[config.mk]
export PLATFORM = sky130hd
export DESIGN_NAME = pmc_codec
export DESIGN_NICKNAME = d
export VERILOG_FILES = /design/src/hdl/pmc_pkg.sv /design/src/hdl/pmc_codec.sv /design/src/hdl/pmc_octet_map.sv
export VERILOG_INCLUDE_DIRS = /design/src /design/src/hdl
export SDC_FILE = /design/constraint.sdc
export NUM_CORES = 1
export LEC_CHECK = 0
export BUFFER_PORTS_ARGS = -buffer_cell sky130_fd_sc_hd__buf_2
export CORE_MARGIN = 5
export CORE_UTILIZATION = 45
export CTS_BUF_LIST = sky130_fd_sc_hd__clkbuf_8 sky130_fd_sc_hd__clkbuf_16
export DETAILED_ROUTE_END_ITERATION = 6
export PLACE_DENSITY = 0.73
export REMOVE_ABC_BUFFERS = 1
export SLEW_MARGIN = 20
export SYNTH_ARGS = -nofsm -noshare
export SYNTH_HDL_FRONTEND = slang
export SYNTH_SLANG_ARGS = --single-unit
[constraint.sdc]
create_clock -name i_clk -period 27.3 [get_ports i_clk]
set_clock_uncertainty 0.2 [all_clocks]
set_input_delay 4.095 -clock i_clk [delete_from_list [all_inputs] [get_ports i_clk]]
set_output_delay 4.095 -clock i_clk [all_outputs]
set_load 0.01 [all_outputs]
[src/hdl/pmc_consts.svh]
// Purpose: named constants of the parameter octet codec
// Assumes: included by bare name
// Notes:   word offsets on the register bus, field positions, codes
`ifndef PMC_CONSTS_SVH
`define PMC_CONSTS_SVH

// octet groups on the octet ports
`define PMC_GRP_US_SESS      2'h0
`define PMC_GRP_US_RATE      2'h1
`define PMC_GRP_DS_RATE      2'h2

// rate table: entry 0 upstream, entries 1..4 downstream
`define PMC_RATE_ENTRIES     5
`define PMC_DS_LAST_OCTET    8'h10
`define PMC_OCTET_ONE        8'h01
`define PMC_ENTRY_ONE        3'h1

// register word offsets
`define PMC_OFF_TX_SESS      4'h0
`define PMC_OFF_TX_RATE0     4'h1
`define PMC_OFF_RX_SESS      4'h8
`define PMC_OFF_RX_RATE0     4'h9
`define PMC_OFF_STATUS       4'hF

// session word layout
`define PMC_SESS_BACKOFF_LSB 0
`define PMC_SESS_BACKOFF_MSB 4
`define PMC_SESS_DUR_LSB     5
`define PMC_SESS_DUR_MSB     10
`define PMC_SESS_SCR_LSB     11
`define PMC_SESS_SCR_MSB     13
`define PMC_SESS_SIL_BIT     14
`define PMC_SESS_WST_LSB     15
`define PMC_SESS_WST_MSB     20
`define PMC_SESS_CUR_LSB     21
`define PMC_SESS_CUR_MSB     26
`define PMC_SESS_MASK        32'h07FF_FFFF

// rate word layout
`define PMC_RATE_MIN_LSB     0
`define PMC_RATE_MIN_MSB     6
`define PMC_RATE_MAX_LSB     8
`define PMC_RATE_MAX_MSB     14
`define PMC_RATE_STEP_LSB    16
`define PMC_RATE_STEP_MSB    22
`define PMC_RATE_MASK        32'h007F_7F7F
`define PMC_RATE_HI          6

// status bits
`define PMC_STAT_RSVD_BIT    0
`define PMC_STAT_SEEN_BIT    1

// payload codes (bits 6..1 of an octet)
`define PMC_PAY_ZERO         6'h00
`define PMC_PAY_ONES         6'h3F
`define PMC_PAY_FLAG_BIT     5
`define PMC_PAY_SIL_BIT      1
`define PMC_SIL_RSVD_MASK    6'h3D
`define PMC_HI3_MASK         6'h38

// units of the coded values
`define PMC_BACKOFF_STEP_DB  1
`define PMC_DUR_UNIT_MS      50
`define PMC_MARGIN_OFS_DB    10

`endif

[src/hdl/pmc_pkg.sv]
// Purpose: types shared by the parameter octet codec
// Assumes: nothing
// Notes:   octet kinds after mapping group and octet number
package pmc_pkg;

  typedef enum logic [3:0] {
    PMC_K_NONE,
    PMC_K_BACKOFF,
    PMC_K_DUR,
    PMC_K_SCR,
    PMC_K_WST,
    PMC_K_CUR,
    PMC_K_SIL,
    PMC_K_MSB,
    PMC_K_MIN,
    PMC_K_MAX,
    PMC_K_STEP
  } pmc_kind_t;

endpackage : pmc_pkg

[src/hdl/pmc_codec.sv]
// Purpose: encodes and decodes level-3 session and rate parameter octets
// Assumes: octet ports synchronous to i_clk; Avalon-MM slave with word addresses
// Notes:   octet bits 8 and 7 are carried for the framing logic only
`timescale 1ns/100ps
`default_nettype none
`include "pmc_consts.svh"

module pmc_codec
  import pmc_pkg::*;
(
  input  wire logic        i_clk,
  input  wire logic        i_rst,
  input  wire logic [3:0]  i_avs_address,
  input  wire logic        i_avs_read,
  input  wire logic        i_avs_write,
  input  wire logic [31:0] i_avs_writedata,
  output logic      [31:0] o_avs_readdata,
  output logic             o_avs_waitrequest,
  input  wire logic        i_tx_req,
  input  wire logic [1:0]  i_tx_group,
  input  wire logic [7:0]  i_tx_num,
  input  wire logic [1:0]  i_tx_frame_bits,
  output logic             o_tx_valid,
  output logic      [7:0]  o_tx_octet,
  output logic             o_tx_unmapped,
  input  wire logic        i_rx_valid,
  input  wire logic [1:0]  i_rx_group,
  input  wire logic [7:0]  i_rx_num,
  input  wire logic [7:0]  i_rx_octet,
  output logic             o_rx_accept,
  output logic             o_rx_reserved,
  output logic      [31:0] o_rx_session
);

  logic [31:0] tx_sess_reg;
  logic [31:0] tx_sess_next;
  logic [31:0] rx_sess_reg;
  logic [31:0] rx_sess_next;
  logic [31:0] tx_rate_reg  [`PMC_RATE_ENTRIES];
  logic [31:0] tx_rate_next [`PMC_RATE_ENTRIES];
  logic [31:0] rx_rate_reg  [`PMC_RATE_ENTRIES];
  logic [31:0] rx_rate_next [`PMC_RATE_ENTRIES];
  logic [1:0]  status_reg;
  logic [1:0]  status_next;
  logic        wait_reg;
  logic        wait_next;
  logic [31:0] rdata_reg;
  logic [31:0] rdata_next;
  logic        txv_reg;
  logic        txv_next;
  logic [7:0]  txo_reg;
  logic [7:0]  txo_next;
  logic        txu_reg;
  logic        txu_next;
  logic        rxa_reg;
  logic        rxa_next;
  logic        rxr_reg;
  logic        rxr_next;

  pmc_kind_t   tx_kind;
  logic [2:0]  tx_entry;
  pmc_kind_t   rx_kind;
  logic [2:0]  rx_entry;
  logic        rx_rsvd;
  logic [5:0]  rx_pay;
  logic [5:0]  tx_pay;
  logic [31:0] tx_rate_sel;
  logic        bus_take;
  logic        bus_wr;
  logic [3:0]  rate_idx;
  logic [3:0]  rx_idx;
  logic        in_tx_rate;
  logic        in_rx_rate;

  // bits 8 and 7 belong to framing, only the payload is decoded
  assign rx_pay = i_rx_octet[5:0];

  // payload tied off: the encode side only uses kind and entry
  pmc_octet_map u_tx_map (
    .i_group    (i_tx_group),
    .i_num      (i_tx_num),
    .i_payload  (`PMC_PAY_ZERO),
    .o_kind     (tx_kind),
    .o_entry    (tx_entry),
    .o_reserved ()
  );

  pmc_octet_map u_rx_map (
    .i_group    (i_rx_group),
    .i_num      (i_rx_num),
    .i_payload  (rx_pay),
    .o_kind     (rx_kind),
    .o_entry    (rx_entry),
    .o_reserved (rx_rsvd)
  );

  // one wait state per access; the access commits when waitrequest drops
  // read data is captured at the first edge so it stands at the completing one
  assign bus_take   = (i_avs_read || i_avs_write) && wait_reg;
  assign bus_wr     = i_avs_write && !wait_reg;
  assign rate_idx   = i_avs_address - `PMC_OFF_TX_RATE0;
  assign rx_idx     = i_avs_address - `PMC_OFF_RX_RATE0;
  assign in_tx_rate = i_avs_address >= `PMC_OFF_TX_RATE0 &&
                      i_avs_address < `PMC_OFF_TX_RATE0 + 4'(`PMC_RATE_ENTRIES);
  assign in_rx_rate = i_avs_address >= `PMC_OFF_RX_RATE0 &&
                      i_avs_address < `PMC_OFF_RX_RATE0 + 4'(`PMC_RATE_ENTRIES);

  always_comb begin
    wait_next  = !bus_take;
    rdata_next = rdata_reg;
    if (bus_take && i_avs_read) begin
      rdata_next = 32'h0000_0000;
      if (i_avs_address == `PMC_OFF_TX_SESS) begin
        rdata_next = tx_sess_reg;
      end else if (i_avs_address == `PMC_OFF_RX_SESS) begin
        rdata_next = rx_sess_reg;
      end else if (i_avs_address == `PMC_OFF_STATUS) begin
        rdata_next = {30'h0000_0000, status_reg};
      end else if (in_tx_rate) begin
        rdata_next = tx_rate_reg[rate_idx[2:0]];
      end else if (in_rx_rate) begin
        rdata_next = rx_rate_reg[rx_idx[2:0]];
      end
    end
  end

  // software side of the transmit fields
  always_comb begin
    tx_sess_next = tx_sess_reg;
    if (bus_wr && i_avs_address == `PMC_OFF_TX_SESS) begin
      tx_sess_next = i_avs_writedata & `PMC_SESS_MASK;
    end
  end

  // upstream entry has no step octet, so its low step bits stay idle
  genvar g;
  generate
    for (g = 0; g < `PMC_RATE_ENTRIES; g = g + 1) begin : g_rate
      always_comb begin
        tx_rate_next[g] = tx_rate_reg[g];
        if (bus_wr && i_avs_address == `PMC_OFF_TX_RATE0 + 4'(g)) begin
          tx_rate_next[g] = i_avs_writedata & `PMC_RATE_MASK;
        end
        rx_rate_next[g] = rx_rate_reg[g];
        if (i_rx_valid && !rx_rsvd && rx_entry == 3'(g)) begin
          case (rx_kind)
            PMC_K_MSB: begin
              rx_rate_next[g][`PMC_RATE_MIN_MSB]  = rx_pay[0];
              rx_rate_next[g][`PMC_RATE_MAX_MSB]  = rx_pay[1];
              rx_rate_next[g][`PMC_RATE_STEP_MSB] = rx_pay[2];
            end
            PMC_K_MIN:  rx_rate_next[g][`PMC_RATE_MIN_MSB-1:`PMC_RATE_MIN_LSB]   = rx_pay;
            PMC_K_MAX:  rx_rate_next[g][`PMC_RATE_MAX_MSB-1:`PMC_RATE_MAX_LSB]   = rx_pay;
            PMC_K_STEP: rx_rate_next[g][`PMC_RATE_STEP_MSB-1:`PMC_RATE_STEP_LSB] = rx_pay;
            default:    rx_rate_next[g] = rx_rate_reg[g];
          endcase
        end
      end
    end
  endgenerate

  // decoder: reserved octets leave stored fields untouched
  always_comb begin
    rx_sess_next = rx_sess_reg;
    rxa_next     = 1'b0;
    rxr_next     = 1'b0;
    if (i_rx_valid && rx_kind != PMC_K_NONE) begin
      rxr_next = rx_rsvd;
      rxa_next = !rx_rsvd;
      if (!rx_rsvd) begin
        case (rx_kind)
          PMC_K_BACKOFF: rx_sess_next[`PMC_SESS_BACKOFF_MSB:`PMC_SESS_BACKOFF_LSB] = rx_pay[4:0];
          PMC_K_DUR: rx_sess_next[`PMC_SESS_DUR_MSB:`PMC_SESS_DUR_LSB] = rx_pay;
          PMC_K_SCR: rx_sess_next[`PMC_SESS_SCR_MSB:`PMC_SESS_SCR_LSB] = rx_pay[2:0];
          PMC_K_WST: rx_sess_next[`PMC_SESS_WST_MSB:`PMC_SESS_WST_LSB] = rx_pay;
          PMC_K_CUR: rx_sess_next[`PMC_SESS_CUR_MSB:`PMC_SESS_CUR_LSB] = rx_pay;
          PMC_K_SIL: rx_sess_next[`PMC_SESS_SIL_BIT] = rx_pay[`PMC_PAY_SIL_BIT];
          default:   rx_sess_next = rx_sess_reg;
        endcase
      end
    end
  end

  // sticky status, set wins over a write-one clear
  always_comb begin
    status_next = status_reg;
    if (bus_wr && i_avs_address == `PMC_OFF_STATUS) begin
      status_next = status_reg & ~i_avs_writedata[1:0];
    end
    if (rxr_next) begin
      status_next[`PMC_STAT_RSVD_BIT] = 1'b1;
    end
    if (rxa_next) begin
      status_next[`PMC_STAT_SEEN_BIT] = 1'b1;
    end
  end

  // encoder
  // reserved codes never leave: they fall back to unspecified
  always_comb begin
    tx_rate_sel = tx_rate_reg[tx_entry];
    tx_pay      = `PMC_PAY_ZERO;
    case (tx_kind)
      PMC_K_BACKOFF: tx_pay = {1'b0, tx_sess_reg[`PMC_SESS_BACKOFF_MSB:`PMC_SESS_BACKOFF_LSB]};
      PMC_K_DUR: begin
        tx_pay = tx_sess_reg[`PMC_SESS_DUR_MSB:`PMC_SESS_DUR_LSB];
        if (tx_pay == `PMC_PAY_ONES) begin
          tx_pay = `PMC_PAY_ZERO;
        end
      end
      PMC_K_SCR: tx_pay = {3'h0, tx_sess_reg[`PMC_SESS_SCR_MSB:`PMC_SESS_SCR_LSB]};
      PMC_K_WST: begin
        tx_pay = tx_sess_reg[`PMC_SESS_WST_MSB:`PMC_SESS_WST_LSB];
        if (!tx_pay[`PMC_PAY_FLAG_BIT]) begin
          tx_pay = `PMC_PAY_ZERO;
        end
      end
      PMC_K_CUR: begin
        tx_pay = tx_sess_reg[`PMC_SESS_CUR_MSB:`PMC_SESS_CUR_LSB];
        if (!tx_pay[`PMC_PAY_FLAG_BIT]) begin
          tx_pay = `PMC_PAY_ZERO;
        end
      end
      PMC_K_SIL: tx_pay = {4'h0, tx_sess_reg[`PMC_SESS_SIL_BIT], 1'b0};
      PMC_K_MSB: tx_pay = {3'h0, tx_rate_sel[`PMC_RATE_STEP_MSB], tx_rate_sel[`PMC_RATE_MAX_MSB],
                           tx_rate_sel[`PMC_RATE_MIN_MSB]};
      PMC_K_MIN:  tx_pay = tx_rate_sel[`PMC_RATE_MIN_MSB-1:`PMC_RATE_MIN_LSB];
      PMC_K_MAX:  tx_pay = tx_rate_sel[`PMC_RATE_MAX_MSB-1:`PMC_RATE_MAX_LSB];
      PMC_K_STEP: tx_pay = tx_rate_sel[`PMC_RATE_STEP_MSB-1:`PMC_RATE_STEP_LSB];
      default:    tx_pay = `PMC_PAY_ZERO;
    endcase
    txv_next = i_tx_req && tx_kind != PMC_K_NONE;
    txu_next = i_tx_req && tx_kind == PMC_K_NONE;
    txo_next = txo_reg;
    if (txv_next) begin
      txo_next = {i_tx_frame_bits, tx_pay};
    end
  end

  always_ff @(posedge i_clk or posedge i_rst) begin
    if (i_rst) begin
      tx_sess_reg <= 32'h0000_0000;
      rx_sess_reg <= 32'h0000_0000;
      for (int i = 0; i < `PMC_RATE_ENTRIES; i++) begin
        tx_rate_reg[i] <= 32'h0000_0000;
        rx_rate_reg[i] <= 32'h0000_0000;
      end
      status_reg <= 2'h0;
      wait_reg   <= 1'b1;
      rdata_reg  <= 32'h0000_0000;
      txv_reg    <= 1'b0;
      txo_reg    <= 8'h00;
      txu_reg    <= 1'b0;
      rxa_reg    <= 1'b0;
      rxr_reg    <= 1'b0;
    end else begin
      tx_sess_reg <= tx_sess_next;
      rx_sess_reg <= rx_sess_next;
      for (int i = 0; i < `PMC_RATE_ENTRIES; i++) begin
        tx_rate_reg[i] <= tx_rate_next[i];
        rx_rate_reg[i] <= rx_rate_next[i];
      end
      status_reg <= status_next;
      wait_reg   <= wait_next;
      rdata_reg  <= rdata_next;
      txv_reg    <= txv_next;
      txo_reg    <= txo_next;
      txu_reg    <= txu_next;
      rxa_reg    <= rxa_next;
      rxr_reg    <= rxr_next;
    end
  end

  // outputs are plain register copies, no decode after the flops
  assign o_avs_readdata    = rdata_reg;
  assign o_avs_waitrequest = wait_reg;
  assign o_tx_valid        = txv_reg;
  assign o_tx_octet        = txo_reg;
  assign o_tx_unmapped     = txu_reg;
  assign o_rx_accept       = rxa_reg;
  assign o_rx_reserved     = rxr_reg;
  assign o_rx_session      = rx_sess_reg;

endmodule : pmc_codec
`default_nettype wire

[src/hdl/pmc_octet_map.sv]
// Purpose: maps group and octet number to a kind and rate entry, flags reserved payloads
// Assumes: payload is bits 6..1 of the octet
// Notes:   purely combinational
`timescale 1ns/100ps
`default_nettype none
`include "pmc_consts.svh"

module pmc_octet_map
  import pmc_pkg::*;
(
  input  wire logic [1:0] i_group,
  input  wire logic [7:0] i_num,
  input  wire logic [5:0] i_payload,
  output var  pmc_kind_t  o_kind,
  output logic      [2:0] o_entry,
  output logic            o_reserved
);

  logic [7:0] dn_off;

  always_comb begin
    o_kind  = PMC_K_NONE;
    o_entry = 3'h0;
    dn_off  = i_num - `PMC_OCTET_ONE;
    case (i_group)
      `PMC_GRP_US_SESS: begin
        case (i_num)
          8'h01: o_kind = PMC_K_BACKOFF;
          8'h02: o_kind = PMC_K_DUR;
          8'h03: o_kind = PMC_K_SCR;
          8'h04: o_kind = PMC_K_WST;
          8'h05: o_kind = PMC_K_CUR;
          8'h06: o_kind = PMC_K_SIL;
          default: o_kind = PMC_K_NONE;
        endcase
      end
      `PMC_GRP_US_RATE: begin
        case (i_num)
          8'h01: o_kind = PMC_K_MSB;
          8'h02: o_kind = PMC_K_MIN;
          8'h03: o_kind = PMC_K_MAX;
          default: o_kind = PMC_K_NONE;
        endcase
      end
      `PMC_GRP_DS_RATE: begin
        if (i_num >= `PMC_OCTET_ONE && i_num <= `PMC_DS_LAST_OCTET) begin
          o_entry = dn_off[4:2] + `PMC_ENTRY_ONE;
          case (dn_off[1:0])
            2'h0: o_kind = PMC_K_MSB;
            2'h1: o_kind = PMC_K_MIN;
            2'h2: o_kind = PMC_K_MAX;
            default: o_kind = PMC_K_STEP;
          endcase
        end
      end
      default: o_kind = PMC_K_NONE;
    endcase
  end

  always_comb begin
    case (o_kind)
      PMC_K_BACKOFF: o_reserved = i_payload[`PMC_PAY_FLAG_BIT];
      PMC_K_DUR: o_reserved = (i_payload == `PMC_PAY_ONES);
      PMC_K_SCR: o_reserved = |(i_payload & `PMC_HI3_MASK);
      PMC_K_WST,
      PMC_K_CUR: o_reserved = !i_payload[`PMC_PAY_FLAG_BIT] && (i_payload != `PMC_PAY_ZERO);
      PMC_K_SIL: o_reserved = |(i_payload & `PMC_SIL_RSVD_MASK);
      PMC_K_MSB: o_reserved = |(i_payload & `PMC_HI3_MASK);
      default:   o_reserved = 1'b0;
    endcase
  end

endmodule : pmc_octet_map
`default_nettype wire

Yosys cells after proc, flatten, opt, wreduce, memory -nomap -nowiden
Index checks and enable logic that the tools add are counted.
{"block": "op_classes", "order_cmp": 11, "bitwise": 6, "div_mod_pow": 0, "n_eq_ne": 53, "mul": 0, "shift": 0, "mux": 38, "reduce_logical": 71, "addsub": 6}
{"cell": "32-bit binary-select mux with 3-bit select", "n": 3}
{"cell": "32-bit two-way mux", "n": 9}
{"cell": "4-bit case mux with 3 select lines", "n": 6}
{"cell": "6-bit case mux with 10 select lines", "n": 1}
{"cell": "8-bit by 3-bit == test with 1-bit output (second input constant)", "n": 6}
{"cell": "23-bit two-way mux", "n": 2}
{"cell": "4-bit by 3-bit == test with 1-bit output (second input constant)", "n": 10}
{"cell": "2-bit AND reduction", "n": 20}
{"cell": "3-bit case mux with 6 select lines", "n": 2}
{"cell": "4-bit == test (second input constant)", "n": 8}
{"cell": "8-bit by 2-bit == test with 1-bit output (second input constant)", "n": 4}
{"cell": "4-bit by 2-bit == test with 1-bit output (second input constant)", "n": 6}
{"cell": "1-bit logical AND", "n": 24}
{"cell": "6-bit two-way mux", "n": 3}
{"cell": "3-bit AND reduction", "n": 6}
{"cell": "8-bit by 1-bit == test with 1-bit output (second input constant)", "n": 2}
{"cell": "4-bit greater-or-equal comparator (second input constant)", "n": 4}
{"cell": "8-bit by 1-bit greater-or-equal comparator with 1-bit output (second input constant)", "n": 2}
{"cell": "8-bit by 5-bit <= comparator with 1-bit output (second input constant)", "n": 2}
{"cell": "4-bit by 1-bit == test with 1-bit output (second input constant)", "n": 3}
{"cell": "6-bit == test (second input constant)", "n": 2}
{"cell": "3-bit two-way mux", "n": 4}
{"cell": "3-bit NOT with 4-bit output", "n": 3}
{"cell": "5-bit by 1-bit subtractor with 5-bit output (second input constant)", "n": 2}
{"cell": "28 further kinds", "n": 51}
{"block": "totals", "rom_bits": 0, "latch_bits": 0, "input_bits": 72, "output_inout_bits": 77, "reg_bits": 311, "ram_bits": 0, "wordCells": 226, "memories": 0}

Logic depth before layout (Yosys ltp)
Gate-level depths: netlist (run 1).
{"block": "logic_depth", "depth_word": 12, "depth_mapped": 16, "mapped_depth_nobuf": 13}

Modules after synthesis
From an unflattened synthesis (run 1), not the netlist that was laid out.
{"block": "hier_totals", "cells_unflattened": 1218, "hier_area_um2": 15668.8}
{"mod": "pmc_codec", "area_per_inst_um2": 14981.9, "cells_per_inst": 1118, "n_inst": 1, "seq_area_each_um2": 7658.6}
{"mod": "pmc_octet_map at u_rx_map", "area_per_inst_um2": 352.8, "cells_per_inst": 54, "n_inst": 1, "seq_area_each_um2": 0.0}
{"mod": "pmc_octet_map at u_tx_map", "area_per_inst_um2": 334.1, "cells_per_inst": 46, "n_inst": 1, "seq_area_each_um2": 0.0}

Worst setup path before layout (run 1)
OpenSTA, ideal clock, no wires.
{"block": "synth_timing", "path_kind": "input-to-reg", "startpoint": "input port i_avs_address[0]", "endpoint": "register rdata_reg[2] (netlist: o_avs_readdata[2])", "slack_ns": 19.509, "t_required_ns": 26.964, "path_buffers": 6, "stages": 15, "t_arrival_ns": 7.456, "setup_time_ns": 0.136, "cell_sequence": "clkbuf_1 -> buf_1 -> buf_1 -> inv_1 -> ha_1 -> clkbuf_1 -> buf_1 -> clkbuf_1 -> mux4_2 -> nand2_1 -> a21oi_1 -> o21ai_0 -> o211ai_1 -> o21ai_0 -> o21ai_0"}
{"block": "synth_between", "elab_chain_cells": 10, "elab_cells_between_ends": 24, "classes_between": "2 x add/sub; 4 x order compare; 2 x eq/ne; 11 x mux; 2 x bitwise; 3 x reduce/logical"}
{"item": "start: declaration", "line_no": "pmc_codec.sv:13", "source": "input wire logic [3:0] i_avs_address,"}
{"item": "3-bit by 1-bit subtractor with 3-bit output (no source line)"}
{"item": "3-bit NOT with 4-bit output (not written as such)", "line_no": "pmc_codec.sv:120, pmc_codec.sv:122"}
{"item": "32-bit binary-select mux with 3-bit select", "line_no": "pmc_codec.sv:122", "source": "rdata_next = rx_rate_reg[rx_idx[2:0]];"}
{"item": "32-bit two-way mux (not written as such) (2 in series)", "line_no": "pmc_codec.sv:122"}
{"item": "32-bit two-way mux", "line_no": "pmc_codec.sv:121", "source": "end else if (in_rx_rate) begin"}
{"item": "32-bit two-way mux", "line_no": "pmc_codec.sv:119", "source": "end else if (in_tx_rate) begin"}
{"item": "32-bit two-way mux", "line_no": "pmc_codec.sv:117", "source": "end else if (i_avs_address == `PMC_OFF_STATUS) begin"}
{"item": "32-bit two-way mux", "line_no": "pmc_codec.sv:115", "source": "end else if (i_avs_address == `PMC_OFF_RX_SESS) begin"}
{"item": "32-bit two-way mux *", "line_no": "pmc_codec.sv:113", "source": "if (i_avs_address == `PMC_OFF_TX_SESS) begin"}
{"item": "end signal: assignment", "line_no": "pmc_codec.sv:265", "source": "rdata_reg <= rdata_next;"}
{"item": "end: declaration", "line_no": "pmc_codec.sv:47", "source": "logic [31:0] rdata_reg;"}
Mark *: on every way between the ends. The rest lies on a longest branch, timed or not. The select of a mux whose other input is x is not followed.
A chain may end at the register's enable or synchronous reset.

Worst setup path in the final report (run 1)
{"block": "layout_timing", "startpoint": "input port i_tx_num[0]", "endpoint": "register txo_reg[5] (netlist: o_tx_octet[5])"}
{"block": "layout_between", "elab_chain_cells": 9, "elab_cells_between_ends": 38, "classes_between": "2 x add/sub; 2 x order compare; 18 x eq/ne; 11 x mux; 1 x bitwise; 4 x reduce/logical"}
{"item": "start: declaration", "line_no": "pmc_codec.sv:21", "source": "input wire logic [7:0] i_tx_num,"}
{"item": "5-bit by 1-bit subtractor with 5-bit output (no source line) (tied with other cells)"}
{"item": "3-bit by 1-bit adder with 3-bit output (no source line) / 1-bit logical AND (equally long branches)"}
{"item": "3-bit two-way mux", "line_no": "pmc_octet_map.sv:46", "source": "if (i_num >= `PMC_OCTET_ONE && i_num <= `PMC_DS_LAST_OCTET) begin"}
{"item": "3-bit two-way mux", "line_no": "pmc_octet_map.sv:25", "source": "case (i_group)"}
{"item": "3-bit NOT with 4-bit output (not written as such)", "line_no": "pmc_codec.sv:201", "source": "tx_rate_sel = tx_rate_reg[tx_entry];"}
{"item": "32-bit binary-select mux with 3-bit select", "line_no": "pmc_codec.sv:201"}
{"item": "23-bit two-way mux (not written as such) (2 in series)", "line_no": "pmc_codec.sv:201"}
{"item": "6-bit case mux with 10 select lines", "line_no": "pmc_codec.sv:203", "source": "case (tx_kind)"}
{"item": "end signal: assignment", "line_no": "pmc_codec.sv:267", "source": "txo_reg <= txo_next;"}
{"item": "end: declaration", "line_no": "pmc_codec.sv:51", "source": "logic [7:0] txo_reg;"}
Parallel ways exist; a longest one is shown, timed or not. The select of a mux whose other input is x is not followed.

==> metrics.md, run 1 <==
| Metric | Value |
|---|---|
| Post-Synthesis Cells | `1414` |
| Crit-path max FO | `26` |
| Clk_lat worst skew | `520 ps` |
| Synth cell types | `75` |
| Worst path cell trace | `buf_2 > inv_1 > ha_1 > xnor2_2 > buf_4 > inv_1 > ha_1 > and3_1 > nor3_2 > buf_4 > a221o_1 > a221o_1 > or3_1 > a22o_1` |
| WP data required | `27500 ps` |
| Simple-Gate Fraction of Synth Area | `11.0%` |
| R2R Setup Slk | `24890 ps` |
| Die Ht | `199 um` |
| Clk sinks | `306` |
| Number of top-level pins | `149` |
| Cells after DPL | `1929` |
| Total track usage | `23.5%` |
| Area grow syn2layout | `13.5%` |
| Nets | `1587` |
| Post-Syn Area | `16000 sq um` |
| Most frequent cells in the layout | `dfrtp_1, mux2_2, nand2_1` |
| Post-synthesis register bit count | `306` |
| First-pass iteration count of the detailed router | `5` |
| CP startpoint kind | `input pin` |
| Fin Setup TNS | `0 ps` |
| Die area | `39500 sq um` |
| CP endpoint kind | `flop` |
| Final Critical Period | `8130 ps` |
| Critical path arrival | `8330 ps` |
| Largest net degree at the start of global routing | `103` |
| Seq/Total Area, Yosys | `47.8%` |
| Post-layout util | `51.4%` |
| Grt total ovfl | `0` |
| Final Max Slew Viols | `0` |
| Fmax | `123 MHz` |
| Final non-filler cell total | `1993` |
| Actual slew at the worst max-slew pin | `1130 ps` |
| Routability cong. | `0.932` |
| CTS Hold Bufs | `0` |
| Vias in the first global route | `12300` |
| Commonest non-fill, non-tap cell in the layout | `dfrtp_1` |
| Core area | `35400 sq um` |
| Placed inst area | `17000 sq um` |
| Compound-Gate Fraction of Synth Area | `10.4%` |
| Avg Vias per Cell | `6.17` |
| Endpoints failing hold | `0` |
| Ys async rst share | `100%` |
| CTS Root Buffer Type | `clkbuf_16` |
| Unrepaired setup endpoints after global routing | `no` |
| Pwr Total | `1.21 mW` |
| PortBufs | `131` |
| Leakage | `8.41 nW` |
| Routed len/inst | `23.6 um` |
| Slowest cell delay on critical path | `720 ps` |
| Hold WS | `282 ps` |
| Final worst-path setup slack | `19170 ps` |
| Fill cell count | `3144` |
| Max cap viols | `0` |
| Starting Density | `45.3%` |
| Chip width | `199 um` |
| Post-route ant nets | `0` |
| WS Path Type | `input pin to flop` |
| Largest family of logic cells by synthesized area | `multiplexers` |
| Setup Fix Bufs, Post-CTS | `0` |
| Final setup fails | `0` |
| Pwr Density | `66.2 nW/um^2` |
| Adder and majority cell fraction of the synthesized area | `0.859%` |
| XOR/XNOR Fraction of Synth Area | `0.382%` |
| PostCTS Resize Cnt | `0` |
| Post-synth EDFFs | `0` |
| CTS max path bufs | `3` |
| FP Rows | `69` |
| VDD IR max | `0.0482 mV` |
| H-tree depth | `2` |
| Worst hold path type | `flop to flop` |
| Synth warnings | `0` |
| Post-layout instance area | `18200 sq um` |
| Mux share of post-synthesis cell area | `26.4%` |
| Initial drt markers | `1194` |
| Total CTS buffers | `34` |
| Detailed placer's ending HPWL | `31900 um` |
| Clk pin slew, worst setup/hold paths | `60 ps` |
| Global-route wire length before repair | `72500 um` |
| DP Worst Slack | `18760 ps` |
| Final worst-path cycle share | `29.8%` |
| Outcome | `finished, final reports clean` |
| Final WL | `47100 um` |
| Mean Syn Cell Area | `11.3 sq um` |
| Initial antenna violation count | `2` |
| Worst-path cell with the longest stage delay | `and3_1` |
| Layout cells sized above 1 | `36.1%` |
| DR vias | `12300` |
| Drt drc | `0` |
| TritonCTS clock tree | `done` |
| Top FF cell, synth | `dfrtp_1` |
| Rel. slew slack | `24.5%` |
-- worst paths after layout --
check | startpoint | cells past startpoint | endpoint
min reg2reg | o_avs_readdata[3] | 2 | o_avs_readdata[3]
max in group asynchronous | i_rst | 4 | o_tx_octet[7]
max | i_tx_num[0] | 14 | o_tx_octet[5]
min in group asynchronous | i_rst | 2 | rx_rate_reg[142]
min | o_avs_readdata[3] | 2 | o_avs_readdata[3]
max reg2reg | o_avs_waitrequest | 3 | tx_rate_reg[13]
-- synthesized netlist by cell type (7+ instances only) --
master    instances  area, sq um
clkbuf_1         78          293
a221oi_1          7         61.3
mux4_2           42          946
buf_4            11         82.6
a31oi_1           9         56.3
nand2b_1          8         50.1
nand2_1         166          623
nand4_1          11         68.8
dfrtp_1         305         7630
a21oi_1          66          330
nor2_1           45          169
ha_1             11          138
buf_2             9         45.0
or3_1            11         68.8
nand3_1          56          280
nor3_1           21          105
nor4_1            7         43.8
o21ai_0          93          465
inv_1            15         56.3
mux2i_1          23          230
buf_1             8         30.0
nor3b_1           7         52.6
o211ai_1         22          165
mux2_2          271         3050
-- layer usage --
metal	global-route usage (%)	vias to the layer above	share of wire, %
met2	36.9	602	46
met5	0	-	0.025
met3	4.45	126	8.5
met1	32.6	6171	41
li1	-	5389	-
met4	8.87	2	4.0
-- where the power goes --
group / internal, mW / switching (mW)
clock network: 0.281 / 0.188
logic: 0.0843 / 0.0932
registers: 0.507 / 0.0522
-- cells by family after synthesis --
| group | Yosys count |
|---|---|
| buffers and inverters | 122 |
| muxes | 336 |
| xor gates and xnor gates | 7 |
| DFF | 306 |
| other | 1 |
| adders and majority gates | 11 |
| and+or+nand+nor | 368 |
| AOI/OAI and AO/OA | 263 |
-- layout make-up --
class,count,area [sq um],share of cell area (%)
multi-input cells,995,7930,43.5
flip-flops and latches,306,7660,42.1
clock buffers,43,1010,5.54
repair buffers,152,813,4.47
well taps,461,577,3.17
clock inverters,19,150,0.825
inverters,15,63.8,0.351
diodes,2,5.00,0.0275
-- critical path, delay by kind of cell --
| kind | cells | cell delay (ps) |
|---|---|---|
| simple gates | 3 | 1290 |
| xor+xnor | 1 | 150 |
| compound gates | 3 | 870 |
| fa+ha+maj | 2 | 760 |
| buf+inv | 5 | 1110 |
(Power assumes the default switching activity.)
==> run 2: changes to the inputs <==
- ABC_AREA: not set -> 1
- PLACE_DENSITY: 0.73 -> 0.75
- clock period: 27.3 -> 6.7 ns (I/O delays scaled with it)
==> run 2 against run 1 <==
Power grew to 4.1 times the previous value; global-route usage grew 3.3 points; die area grew 5.7%; highest routed layer unchanged; critical path type unchanged; wire length grew 20%.
==> metrics.md, run 2 <==
| Metric | Value |
|---|---|
| CP endpoint kind | `flop` |
| Post-Syn Area | `17000 sq um (+6.0%)` |
| First-pass iteration count of the detailed router | `6 (+1)` |
| VDD IR max | `0.189 mV (+290%)` |
| Diode count | `0 (-2)` |
| FP Rows | `71 (+2.9%)` |
| Fmax | `228 MHz` |
| Clock network power share | `38.4% (-0.5 points)` |
| Internal power | `3.48 mW (+300%)` |
| Die area | `41800 sq um (+5.7%)` |
| Clk_lat worst skew | `540 ps (+20 ps)` |
| Global-route wire length before repair | `89500 um (+23%)` |
| Worst path cell trace | `buf_2 > buf_4 > inv_2 > buf_4 > ha_1 > nand2_1 > nand2_1 > o21a_1 > clkinv_1 > buf_4 > a31oi_1 > o21ai_0 > a21oi_1 > a21oi_1 > o21ai_0` |
| Area grow syn2layout | `11.7%` |
| Seq pwr share | `45.6% (-0.8 points)` |
| Simple-Gate Fraction of Synth Area | `33.6% (+23 points)` |
| PostCTS Resize Cnt | `0 (unchanged)` |
| Mean Syn Cell Area | `7.44 sq um (-34%)` |
| Grt total ovfl | `0 (unchanged)` |
| Nets | `2421 (+53%)` |
| Number of top-level pins | `149 (unchanged)` |
| Worst hold path type | `flop to flop` |
| Synth top area share | `44.9% (-2.7 points)` |
| Routed len/inst | `19.7 um (-17%)` |
| Setup Fix Bufs, Post-CTS | `0 (unchanged)` |
| Commonest non-fill, non-tap cell in the layout | `nand2_1` |
| Actual slew at the worst max-slew pin | `1020 ps (-110 ps)` |
| H-tree depth | `2 (unchanged)` |
| Largest net degree at the start of global routing | `124 (+20%)` |
| Total track usage | `26.8% (+3.3 points)` |
| WS Path Type | `input pin to flop` |
| TritonCTS clock tree | `done` |
| Pwr Total | `4.98 mW (+310%)` |
| Final Max Slew Viols | `0 (unchanged)` |
| Mux share of post-synthesis cell area | `0.331% (-26 points)` |
| Vias in the first global route | `16100 (+31%)` |
| CTS Root Buffer Type | `clkbuf_16` |
| Switching part of the total | `30.1% (+2.5 points)` |
| R2R Setup Slk | `4300 ps (-20590 ps)` |
| Final worst-path setup slack | `2320 ps (-16850 ps)` |
| Routability cong. | `0.987 (+5.8%)` |
| Worst-path cell with the longest stage delay | `clkinv_1` |
| Post-synthesis register bit count | `306 (unchanged)` |
| Largest family of logic cells by synthesized area | `simple AND/OR/NAND/NOR gates` |
| XOR/XNOR Fraction of Synth Area | `0.155% (-0.23 points)` |
| Synth cell types | `51 (-32%)` |
| Layout cells sized above 1 | `12.8% (-23 points)` |
| Most common cell in the netlist | `nand2_1` |
| CP startpoint kind | `input pin` |
| WP data required | `6930 ps (-20570 ps)` |
| CP bufs+invs | `6 (+1)` |
| Chip width | `204 um (+2.8%)` |
| Synth top area cells | `dfrtp_1, nand2_1, nand3_1` |
| Slowest cell delay on critical path | `530 ps (-190 ps)` |
| Avg Vias per Cell | `5.78 (-6.3%)` |
| Sw power | `1.50 mW (+350%)` |
| Crit path max-delay family | `buffers and inverters` |
| Most common cell on crit path | `buf_4` |
| Compound-Gate Fraction of Synth Area | `12.5% (+2.2 points)` |
| Critical path arrival | `4610 ps (-3720 ps)` |
| Clk pin slew, worst setup/hold paths | `60 ps (about the same)` |
| Final Critical Period | `4380 ps` |
| Die Ht | `204 um (+2.8%)` |
| Detailed placer's ending HPWL | `38100 um (+19%)` |
| Leakage | `9.67 nW (+15%)` |
| Starting Density | `45.3% (+0.046 points)` |
| Rel. slew slack | `31.9% (+7.3 points)` |
| Initial antenna violation count | `6 (+4)` |
| Post-synth EDFFs | `0 (unchanged)` |
| Clk sinks | `306 (unchanged)` |
| Adder and majority cell fraction of the synthesized area | `0.810% (-0.049 points)` |
| Initial drt markers | `2114 (+77%)` |
| Endpoints failing hold | `0 (unchanged)` |
| Total CTS buffers | `34 (unchanged)` |
| CTS max path bufs | `3 (unchanged)` |
| Post-Synthesis Cells | `2284 (+62%)` |
| Most frequent cells in the layout | `nand2_1, dfrtp_1, nand3_1` |
| Synth warnings | `0 (unchanged)` |
| Final worst-path cycle share | `65.4%` |
| Core area | `37500 sq um (+5.9%)` |
| Post-route ant nets | `0 (unchanged)` |
| Final WL | `56500 um (+20%)` |
| Max cap viols | `0 (unchanged)` |
| CTS Hold Bufs | `0 (unchanged)` |
| Commonest cells in the synthesized netlist | `nand2_1, dfrtp_1, nand3_1, o21ai_0, a21oi_1` |
| Pwr Density | `262 nW/um^2 (+300%)` |
| Outcome | `finished, final reports clean` |
| Drt drc | `0 (unchanged)` |
| Yosys top cell by area | `dfrtp_1` |
| Crit-path max FO | `37 (+42%)` |
| Final setup fails | `0 (unchanged)` |
| Top FF cell, synth | `dfrtp_1` |
| Ys async rst share | `100% (unchanged)` |
| Comb pwr share | `16.0% (+1.3 points)` |
| DP Worst Slack | `1900 ps (-16860 ps)` |
| Seq/Total Area, Yosys | `45.1% (-2.7 points)` |
| PortBufs | `131 (unchanged)` |
| Unrepaired setup endpoints after global routing | `no` |
| DR vias | `16600 (+35%)` |
-- run 2: final timing paths --
check                             startpoint                  to  depth (start not counted)
setup reg to reg           o_avs_waitrequest    tx_rate_reg[141]                          3
hold reg to reg              rx_rate_reg[48]     rx_rate_reg[48]                          2
min in group asynchronous              i_rst  o_avs_readdata[17]                          2
max in group asynchronous              i_rst     tx_sess_reg[25]                          3
hold / removal               rx_rate_reg[48]     rx_rate_reg[48]                          2
setup / recovery            i_avs_address[0]  o_avs_readdata[10]                         15
-- run 2: final cells by class --
cell class                 count  area (sq um)
sequential                   306          7660
timing repair buffer         160           881
tap                          511           639
clock buffer                  44          1000
fill                        3636         18500
multi-input combinational   1697          8140
clock inverter                17           139
inverter                     139           529
-- run 2: worst min-delay path, cell delays in order, from the launching register on --
cell and delay (ps):
dfrtp_1 340, nand2_1 50, nand2_1 50
-- run 2: power by group through the flow --
stage	Sequential, mW	Combinational (mW)	Clock, mW
after floorplan	2.26	0.480	0
after global placement	2.28	0.754	0
after detailed placement	2.29	0.783	0
after CTS	2.27	0.788	1.93
after global routing	2.30	0.900	2.02
final	2.27	0.796	1.91
-- run 2: routing by layer --
layer	track usage [%]	part of all wire, %	up-vias
met3	5.62	9.8	163
met1	35.6	39	7921
li1	-	-	7642
met5	0	0.13	-
met4	10.4	4.0	12
met2	43.1	47	875
-- run 2: cell families (layout without fill, tap and decap cells) --
group / count (synthesis) / in the layout
and+or+nand+nor: 1267 / 1267
AOI/OAI and AO/OA: 401 / 401
DFF: 306 / 306
buffers and inverters: 290 / 360
adders and majority gates: 11 / 11
muxes: 5 / 5
xor gates and xnor gates: 3 / 3
other: 1 / 10
-- run 2: stage by stage --
stage / std cells / util (%) / instance area [sq um] / setup TNS (ps) / hold slack, ps
5_1_grt: 2874 / 50.6 / 19000 / 0 / 297
6_report: 2874 / 50.6 / 19000 / 0 / 280
3_5_place_dp: 2813 / 47.6 / 17800 / 0 / 262
3_3_place_gp: 2813 / 47.6 / 17800 / 0 / 258
2_1_floorplan: 2142 / - / 16300 / -904160 / 244
4_1_cts: 2874 / 50.6 / 19000 / 0 / 278
